==> src/pkg/dsm_regs.svh <==
`ifndef DSM_REGS_SVH
`define DSM_REGS_SVH

// control word: low nibble command codes, fault reset bit
`define DSM_CW_DISABLE 4'h0
`define DSM_CW_QSTOP 4'h2
`define DSM_CW_SHUTDOWN 4'h6
`define DSM_CW_SWITCH_ON 4'h7
`define DSM_CW_ENABLE 4'hf
`define DSM_CW_FRESET_BIT 7
`define DSM_CW_RESET 16'h0000

// status word values
`define DSM_SW_NONE 16'h0000
`define DSM_SW_DISABLED 16'h0070
`define DSM_SW_READY 16'h0031
`define DSM_SW_SWON 16'h0033
`define DSM_SW_OPEN 16'h0037
`define DSM_SW_QSTOP 16'h0050
`define DSM_SW_FSTOP 16'h003f
`define DSM_SW_FAULT 16'h0038

// quick-stop modes
`define DSM_QS_M0 8'h00
`define DSM_QS_M1 8'h01
`define DSM_QS_M2 8'h02
`define DSM_QS_M18 8'h12
`define DSM_QS_M5 8'h05
`define DSM_QS_M6 8'h06

// parameter store
`define DSM_PAR_AW 4
`define DSM_PAR_QSMODE 4'h0
`define DSM_PAR_LOCK_BASE 4'h8
`define DSM_PAR_RESET 16'h0000

// host APB register map
`define DSM_APB_AW 8
`define DSM_A_CTRL 8'h00
`define DSM_A_STATUS 8'h04
`define DSM_A_PARW 8'h08
`define DSM_A_PRES 8'h0c
`define DSM_PARW_IDX_LSB 16
`define DSM_PRES_BUSY 0
`define DSM_PRES_ACK 1
`define DSM_PRES_ERR 2

`endif

==> src/pkg/dsm_pkg.sv <==
package dsm_pkg;
   typedef enum logic [3:0] {
      DSM_PWRON = 4'b0000,
      DSM_INIT = 4'b0001,
      DSM_DIS = 4'b0010,
      DSM_READY = 4'b0011,
      DSM_SWON = 4'b0100,
      DSM_OPEN = 4'b0101,
      DSM_QSTOP = 4'b0110,
      DSM_FSTOP = 4'b0111,
      DSM_FAULT = 4'b1000
   } dsm_state_t;
   typedef logic [15:0] dsm_word_t;
endpackage : dsm_pkg

==> src/pkg/dsm_if.sv <==
`timescale 1ns/10ps
`default_nettype none
interface dsm_if;
   import dsm_pkg::*;
   dsm_word_t ctrl_word;
   dsm_word_t status_word;
   logic param_wr;
   logic [3:0] param_idx;
   dsm_word_t param_data;
   logic param_ack;
   logic param_err;
   modport dev (
      input ctrl_word, param_wr, param_idx, param_data,
      output status_word, param_ack, param_err
   );
   modport host (
      output ctrl_word, param_wr, param_idx, param_data,
      input status_word, param_ack, param_err
   );
endinterface : dsm_if
`default_nettype wire

==> src/dsm_device.sv <==
// Contract
// - power-on passes to initialization by itself
// - initialization goes disabled once communication up
// - disabled plus control 6 gives ready, 31
// - ready plus control 7 gives running, 33
// - running plus F enables operation, 0037
// - operation enabled plus 7 gives running
// - running or enabled plus 6 gives ready
// - ready/running/enabled plus 0 gives disabled
// - enabled plus 2 starts quick stop, 0050
// - quick stop done, modes 0/1/2/18 disable
// - quick stop modes 5/6: F re-enables
// - fault in active states enters fault stop
// - fault stop passes to fault, power off
// - fault reset by 86 or pin, disabled
// - parameter writes rejected during initialization
// - ready state accepts parameter writes
// - operation enabled locks some parameters
// - no re-enable from fault without reset
// - control bits: on, voltage, quickstop_n, enable
// - status bits: ready, on, enabled, fault
// - fault reset acts on rising edge only
`timescale 1ns/10ps
`default_nettype none
`include "dsm_regs.svh"
module dsm_device import dsm_pkg::*; #(
   parameter int NPAR = 16
) (
   input wire logic pclk,
   input wire logic presetn,
   dsm_if.dev link,
   input wire logic comm_up,
   input wire logic fault_in,
   input wire logic stop_done,
   input wire logic reset_pin,
   output logic main_power,
   output logic drive_enable,
   output logic quick_stop_active,
   output logic fault_stop_active,
   output logic [3:0] state_code
);
   dsm_state_t state;
   dsm_state_t next_state;
   dsm_word_t status;
   dsm_word_t par [NPAR];
   logic [3:0] cmd;
   logic fr_rise;
   logic pin_rise;
   logic [7:0] qs_mode;
   logic qs_disables;
   logic qs_resumes;
   logic fault_able;
   logic par_ok;
   logic fault_clear;

   function automatic logic is_cmd(input logic [3:0] c,
                                   input logic [3:0] code);
      is_cmd = (c == code);
   endfunction : is_cmd

   function automatic dsm_word_t status_of(input dsm_state_t ns,
                                           input dsm_state_t cs);
      dsm_word_t w;
      w = `DSM_SW_NONE;
      unique case (ns)
         DSM_DIS: w = (cs == DSM_FAULT) ? `DSM_SW_READY
                                        : `DSM_SW_DISABLED;
         DSM_READY: w = `DSM_SW_READY;
         DSM_SWON: w = `DSM_SW_SWON;
         DSM_OPEN: w = `DSM_SW_OPEN;
         DSM_QSTOP: w = `DSM_SW_QSTOP;
         DSM_FSTOP: w = `DSM_SW_FSTOP;
         DSM_FAULT: w = `DSM_SW_FAULT;
         default: w = `DSM_SW_NONE;
      endcase
      return w;
   endfunction : status_of

   // low nibble carries switch-on, voltage, quick stop (low), enable
   assign cmd = link.ctrl_word[3:0];

   dsm_edge u_freset (
      .pclk(pclk),
      .presetn(presetn),
      .din(link.ctrl_word[`DSM_CW_FRESET_BIT]),
      .rise(fr_rise)
   );

   dsm_edge u_pin (
      .pclk(pclk),
      .presetn(presetn),
      .din(reset_pin),
      .rise(pin_rise)
   );

   assign qs_mode = par[`DSM_PAR_QSMODE][7:0];
   assign qs_disables = (qs_mode == `DSM_QS_M0) ||
                        (qs_mode == `DSM_QS_M1) ||
                        (qs_mode == `DSM_QS_M2) ||
                        (qs_mode == `DSM_QS_M18);
   assign qs_resumes = (qs_mode == `DSM_QS_M5) ||
                       (qs_mode == `DSM_QS_M6);
   assign fault_able = (state == DSM_INIT) || (state == DSM_DIS) ||
                       (state == DSM_READY) || (state == DSM_SWON) ||
                       (state == DSM_OPEN) || (state == DSM_QSTOP);
   // a reset edge clears only while fault_in is low; an edge seen during the fault is lost
   assign fault_clear = (fr_rise || pin_rise) && !fault_in;

   always_comb begin
      next_state = state;
      unique case (state)
         DSM_PWRON: next_state = DSM_INIT;
         DSM_INIT: begin
            if (comm_up) next_state = DSM_DIS;
         end
         DSM_DIS: begin
            if (is_cmd(cmd, `DSM_CW_SHUTDOWN)) next_state = DSM_READY;
         end
         DSM_READY: begin
            if (is_cmd(cmd, `DSM_CW_SWITCH_ON)) begin
               next_state = DSM_SWON;
            end else if (is_cmd(cmd, `DSM_CW_DISABLE)) begin
               next_state = DSM_DIS;
            end
         end
         DSM_SWON: begin
            if (is_cmd(cmd, `DSM_CW_ENABLE)) begin
               next_state = DSM_OPEN;
            end else if (is_cmd(cmd, `DSM_CW_SHUTDOWN)) begin
               next_state = DSM_READY;
            end else if (is_cmd(cmd, `DSM_CW_DISABLE)) begin
               next_state = DSM_DIS;
            end
         end
         DSM_OPEN: begin
            if (is_cmd(cmd, `DSM_CW_SWITCH_ON)) begin
               next_state = DSM_SWON;
            end else if (is_cmd(cmd, `DSM_CW_SHUTDOWN)) begin
               next_state = DSM_READY;
            end else if (is_cmd(cmd, `DSM_CW_DISABLE)) begin
               next_state = DSM_DIS;
            end else if (is_cmd(cmd, `DSM_CW_QSTOP)) begin
               next_state = DSM_QSTOP;
            end
         end
         DSM_QSTOP: begin
            if (stop_done && qs_disables) begin
               next_state = DSM_DIS;
            end else if (qs_resumes && is_cmd(cmd, `DSM_CW_ENABLE)) begin
               next_state = DSM_OPEN;
            end
         end
         DSM_FSTOP: begin
            if (stop_done) next_state = DSM_FAULT;
         end
         DSM_FAULT: begin
            if (fault_clear) next_state = DSM_DIS;
         end
         default: next_state = DSM_PWRON;
      endcase
      // a fault outranks any command in the same cycle
      if (fault_in && fault_able) next_state = DSM_FSTOP;
   end

   always_ff @(posedge pclk or negedge presetn) begin
      if (!presetn) begin
         state <= DSM_PWRON;
         status <= `DSM_SW_NONE;
      end else begin
         state <= next_state;
         if (next_state != state) begin
            status <= status_of(next_state, state);
         end
      end
   end
   assign link.status_word = status;

   always_ff @(posedge pclk or negedge presetn) begin
      if (!presetn) begin
         main_power <= 1'b0;
         drive_enable <= 1'b0;
         quick_stop_active <= 1'b0;
         fault_stop_active <= 1'b0;
         state_code <= DSM_PWRON;
      end else begin
         // power stays on while a stop ramp runs; off in fault
         main_power <= (next_state == DSM_OPEN) ||
                       (next_state == DSM_QSTOP) ||
                       (next_state == DSM_FSTOP);
         drive_enable <= (next_state == DSM_OPEN);
         quick_stop_active <= (next_state == DSM_QSTOP);
         fault_stop_active <= (next_state == DSM_FSTOP);
         state_code <= next_state;
      end
   end

   // parameter writes: none in power-on or init, locked ones when enabled
   assign par_ok = (int'(link.param_idx) < NPAR) &&
                   (state != DSM_PWRON) && (state != DSM_INIT) &&
                   !((state == DSM_OPEN) &&
                     (link.param_idx >= `DSM_PAR_LOCK_BASE));

   for (genvar i = 0; i < NPAR; i++) begin : g_par
      always_ff @(posedge pclk or negedge presetn) begin
         if (!presetn) begin
            par[i] <= `DSM_PAR_RESET;
         end else if (link.param_wr && par_ok &&
                      (int'(link.param_idx) == i)) begin
            par[i] <= link.param_data;
         end
      end
   end

   always_ff @(posedge pclk or negedge presetn) begin
      if (!presetn) begin
         link.param_ack <= 1'b0;
         link.param_err <= 1'b0;
      end else begin
         link.param_ack <= link.param_wr && par_ok;
         link.param_err <= link.param_wr && !par_ok;
      end
   end
endmodule : dsm_device
`default_nettype wire

==> src/dsm_edge.sv <==
`timescale 1ns/10ps
`default_nettype none
module dsm_edge (
   input wire logic pclk,
   input wire logic presetn,
   input wire logic din,
   output logic rise
);
   logic prev;
   // reset high so a level already held at reset is no edge
   always_ff @(posedge pclk or negedge presetn) begin
      if (!presetn) prev <= 1'b1;
      else prev <= din;
   end
   assign rise = din & ~prev;
endmodule : dsm_edge
`default_nettype wire

==> src/flat_wrapper.sv <==
// flat-port wrapper written by rule: the top's interface ports become plain ports
module dsm_device_flat import dsm_pkg::*;
#(
   parameter int NPAR = 16
)
  (pclk, presetn, comm_up, fault_in, stop_done, reset_pin, main_power, drive_enable, quick_stop_active, fault_stop_active, state_code, link_ctrl_word, link_param_wr, link_param_idx, link_param_data, link_status_word, link_param_ack, link_param_err);
  dsm_if link_i ();
  input wire logic pclk;
  input wire logic presetn;
  input wire logic comm_up;
  input wire logic fault_in;
  input wire logic stop_done;
  input wire logic reset_pin;
  output logic main_power;
  output logic drive_enable;
  output logic quick_stop_active;
  output logic fault_stop_active;
  output logic [3:0] state_code;
  input wire logic [$bits(link_i.ctrl_word)-1:0] link_ctrl_word;
  input wire logic [$bits(link_i.param_wr)-1:0] link_param_wr;
  input wire logic [$bits(link_i.param_idx)-1:0] link_param_idx;
  input wire logic [$bits(link_i.param_data)-1:0] link_param_data;
  output wire logic [$bits(link_i.status_word)-1:0] link_status_word;
  output wire logic [$bits(link_i.param_ack)-1:0] link_param_ack;
  output wire logic [$bits(link_i.param_err)-1:0] link_param_err;
  assign link_i.ctrl_word = link_ctrl_word;
  assign link_i.param_wr = link_param_wr;
  assign link_i.param_idx = link_param_idx;
  assign link_i.param_data = link_param_data;
  assign link_status_word = link_i.status_word;
  assign link_param_ack = link_i.param_ack;
  assign link_param_err = link_i.param_err;
  dsm_device #(.NPAR(NPAR)) u_core (.pclk(pclk), .presetn(presetn), .link(link_i), .comm_up(comm_up), .fault_in(fault_in), .stop_done(stop_done), .reset_pin(reset_pin), .main_power(main_power), .drive_enable(drive_enable), .quick_stop_active(quick_stop_active), .fault_stop_active(fault_stop_active), .state_code(state_code));
endmodule
==> config.mk <==
export PLATFORM = sky130hd
export DESIGN_NAME = dsm_device_flat
export DESIGN_NICKNAME = d
export VERILOG_FILES = /design/src/pkg/dsm_pkg.sv /design/src/pkg/dsm_if.sv /design/src/dsm_device.sv /design/src/dsm_edge.sv /design/src/flat_wrapper.sv
export VERILOG_INCLUDE_DIRS = /design/src /design/src/pkg
export SDC_FILE = /design/constraint.sdc
export NUM_CORES = 1
export LEC_CHECK = 0
export CORE_ASPECT_RATIO = 0.75
export CORE_MARGIN = 1
export CORE_UTILIZATION = 60
export DETAILED_ROUTE_END_ITERATION = 12
export DONT_BUFFER_PORTS = 1
export PLACE_DENSITY = 0.76
export SLEW_MARGIN = 20
export SYNTH_ARGS = -nofsm -noshare
export SYNTH_HDL_FRONTEND = slang
export SYNTH_SLANG_ARGS = --single-unit
==> constraint.sdc <==
create_clock -name pclk -period 3.55 [get_ports pclk]
set_clock_uncertainty 0.05 [all_clocks]
set_input_delay 0.1775 -clock pclk [delete_from_list [all_inputs] [get_ports pclk]]
set_output_delay 0.1775 -clock pclk [all_outputs]
set_load 0.02 [all_outputs]
==> run summary <==
Hold WC Path Type: in2reg
Largest net degree at the start of global routing: 28
Top Ports: 69
Die Area: 0.00297 mm^2
Final hold violations: 0
Internal power: 0.916 mW
Post-route ant nets: 0
Multi-input gate area: 841 um^2
Worst setup startpoint: u_core.par[243]$_DFFE_PN0P_
Commonest cells after routing, fill and taps aside: dfrtp_1 (25), mux2_2 (15), dlygate4sd3_1 (12), inv_1 (10)
Outcome: finished clean
Syn Inst Count: 164
TritonCTS clock tree: yes
Detailed Place HPWL: 2580 um
Pre-CTS setup slack: 0.231 ns
Max clock buf depth: 2
FF+latch count, synth: 27
Ys flop type: dfrtp_1
Overflow after GRT: 0
Port Buffer Count: 0
Post-CTS Resized: 0
Max Cap Viol: 0
Placed cell area: 0.00165 mm^2
Vias in the first global route: 1213
Worst Max-Slew Pin Slew: 0.721 ns
Vias per Instance: 6.04
Row cnt: 16
Routed wire per std cell: 16.2 um
Die width: 62.6 um
Via Count: 1280
GP Congestion: 0.868
Hold-fix buffers at CTS: 13
CTS sink cnt: 27
Worst R2R Start: u_core.par[243]$_DFFE_PN0P_
Pwr Total: 1.67 mW
Setup violators final: 0
Crit Path Class: reg2reg
Initial antenna violation count: 0
P_sw: 0.754 mW
Crit end category: register
N_diodes: 0
Gr usage total: 24.9%
Sequential share of the synthesized area: 41.0%
Layout cell share with drive strength beyond 1: 19.9%
Slew HR: 50.7%
Fin crit share: 94.8%
Synth area leaders: dfrtp_1 (38%), mux2_2 (10%), buf_4 (6.4%)
Pins Over Slew Limit: 0
Worst Slack Setup Final: 0.185 ns
Number of detailed-route iterations in the first pass: 4
Syn. warnings: 0
Switching power share of the total: 45.1%
Ys async rst share: 100%
P_leak: 0.783 nW
Top cell type's share of synthesized area: 37.8%
Clock root buffer: clkbuf_4
Crit path launch type: register
First-pass GRT wire length: 5550 um
Sequential share of power: 37.0%
Critical path required time: 3.72 ns
Cell variety after synth: 55
Sum Neg Setup Slack: 0 ns
Synthesized area: 0.00165 mm^2
Post-CTS Setup Inserts: 0
RSZ-0062 raised after global routing: no
Synth area leader: dfrtp_1
Layout net count: 220
Data arrival, critical path: 3.53 ns
Achievable Freq: 297 MHz
DRC: 0
Final Cell Area: 0.00181 mm^2
Synth Area per Inst: 10.1 um^2
Sequential Area: 678 um^2
CP Max Fanout: 7
Layout area overhead: 9.68%
Number of CTS-inserted buffers: 3
Filler cell count: 206
Worst VDD drop: 0.452 mV
EDFF count, synth: 0
Clock-pin slew on the worst setup and hold paths: 0.15 ns
Cell Pwr Density: 920 mW/mm^2
Combinational share of power: 55.0%
H-tree level count: 1
Worst-skew pair later-pin latency: 0.33 ns
Drt total wl: 3440 um
Post-route minimum period: 3.36 ns
Most common cell after layout, fill and taps aside: dfrtp_1
Hold path start: link_ctrl_word[3]
Die Span Y: 47.5 um
Core Region: 0.00260 mm^2
Clk pwr share: 7.9%
Initial core utilization: 63.6%
Iter 0 DRT Violations: 115
flip-flops by register name, indices dropped and copies added, names as in the netlist:
signal / cells
u_core.link.status_word: 7
u_core.quick_stop_active: 1
u_core.state: 4
u_core.u_freset.prev: 1
u_core.link.param_err: 1
u_core.drive_enable: 1
u_core.fault_stop_active: 1
u_core.link.param_ack: 1
u_core.par: 8
u_core.main_power: 1
u_core.u_pin.prev: 1
worst max-delay path, stage by stage, from the launching register on:
cell and delay (ns):
dfrtp_1 0.41, or4_4 0.55, or4_1 0.55, a211oi_1 0.37, nand3b_1 0.26, xnor2_2 0.21
nor4_4 0.47, mux2_2 0.40
layout make-up:
class	instances	area share, %
multi-input cells	116	46.3
flip-flops and latches	27	37.4
repair buffers	19	10.2
well taps	36	2.48
inverters	10	2.07
clock buffers	3	1.24
clock inverters	1	0.276
kinds of logic (layout without fill, tap and decap cells):
logic type      Yosys count  after routing  share of synthesized area, %
simple gates             51             51                          19.9
compound gates           36             36                          15.5
buf+inv                  29             33                          9.98
flops                    27             27                          41.0
mux                      16             16                          10.8
xor+xnor                  4              4                          2.57
other cells               1              9                         0.227
power groups by stage:
stage | Sequential, mW | Combinational [mW] | Clock (mW)
finish | 0.618 | 0.919 | 0.132
CTS | 0.618 | 0.918 | 0.134
global placement | 0.616 | 0.863 | 0
floorplan | 0.599 | 0.760 | 0
detailed placement | 0.625 | 0.892 | 0
global route | 0.635 | 1.02 | 0.146
per-stage QoR:
step	instances	hold WS [ns]	util [%]
floorplan	172	-0.168	-
global placement	195	-0.168	63.3
finish	212	0.0902	69.7
detailed placement	195	-0.168	63.3
CTS	212	0.0910	69.7
global route	212	0.0916	69.7
metal layers:
| layer | up-vias | track usage, % | wire [um] |
|---|---|---|---|
| met1 | 619 | 29.5 | 1410 |
| li1 | 603 | - | - |
| met3 | 2 | 9.05 | 308 |
| met2 | 56 | 45.4 | 1710 |
| met5 | - | 0 | 0 |
| met4 | 0 | 5.58 | 14 |
Yosys cell counts (3+ instances only):
master,count
a21oi_1,8
a211oi_1,5
and3_1,4
inv_1,10
dfrtp_1,25
mux2_2,15
nand3b_1,3
nand2_1,9
o21ai_0,5
nand2b_1,4
buf_4,14
nor2_1,8
buf_2,3
xnor2_1,3
path summary, 6_finish.rpt:
check	end	slack (ns)	cells past startpoint
min reg2reg	u_core.par[246]$_DFFE_PN0P_	0.48	1
min	u_core.state[0]$_DFF_PN0_	0.09	2
max	u_core.link.status_word[5]$_DFFE_PN0P_	0.19	7
min in group asynchronous	u_core.drive_enable$_DFF_PN0_	0.22	2
max reg2reg	u_core.link.status_word[5]$_DFFE_PN0P_	0.19	7
max in group asynchronous	u_core.u_pin.prev$_DFF_PN1_	2.98	2
Note: power is estimated with default switching activity, not from simulation.
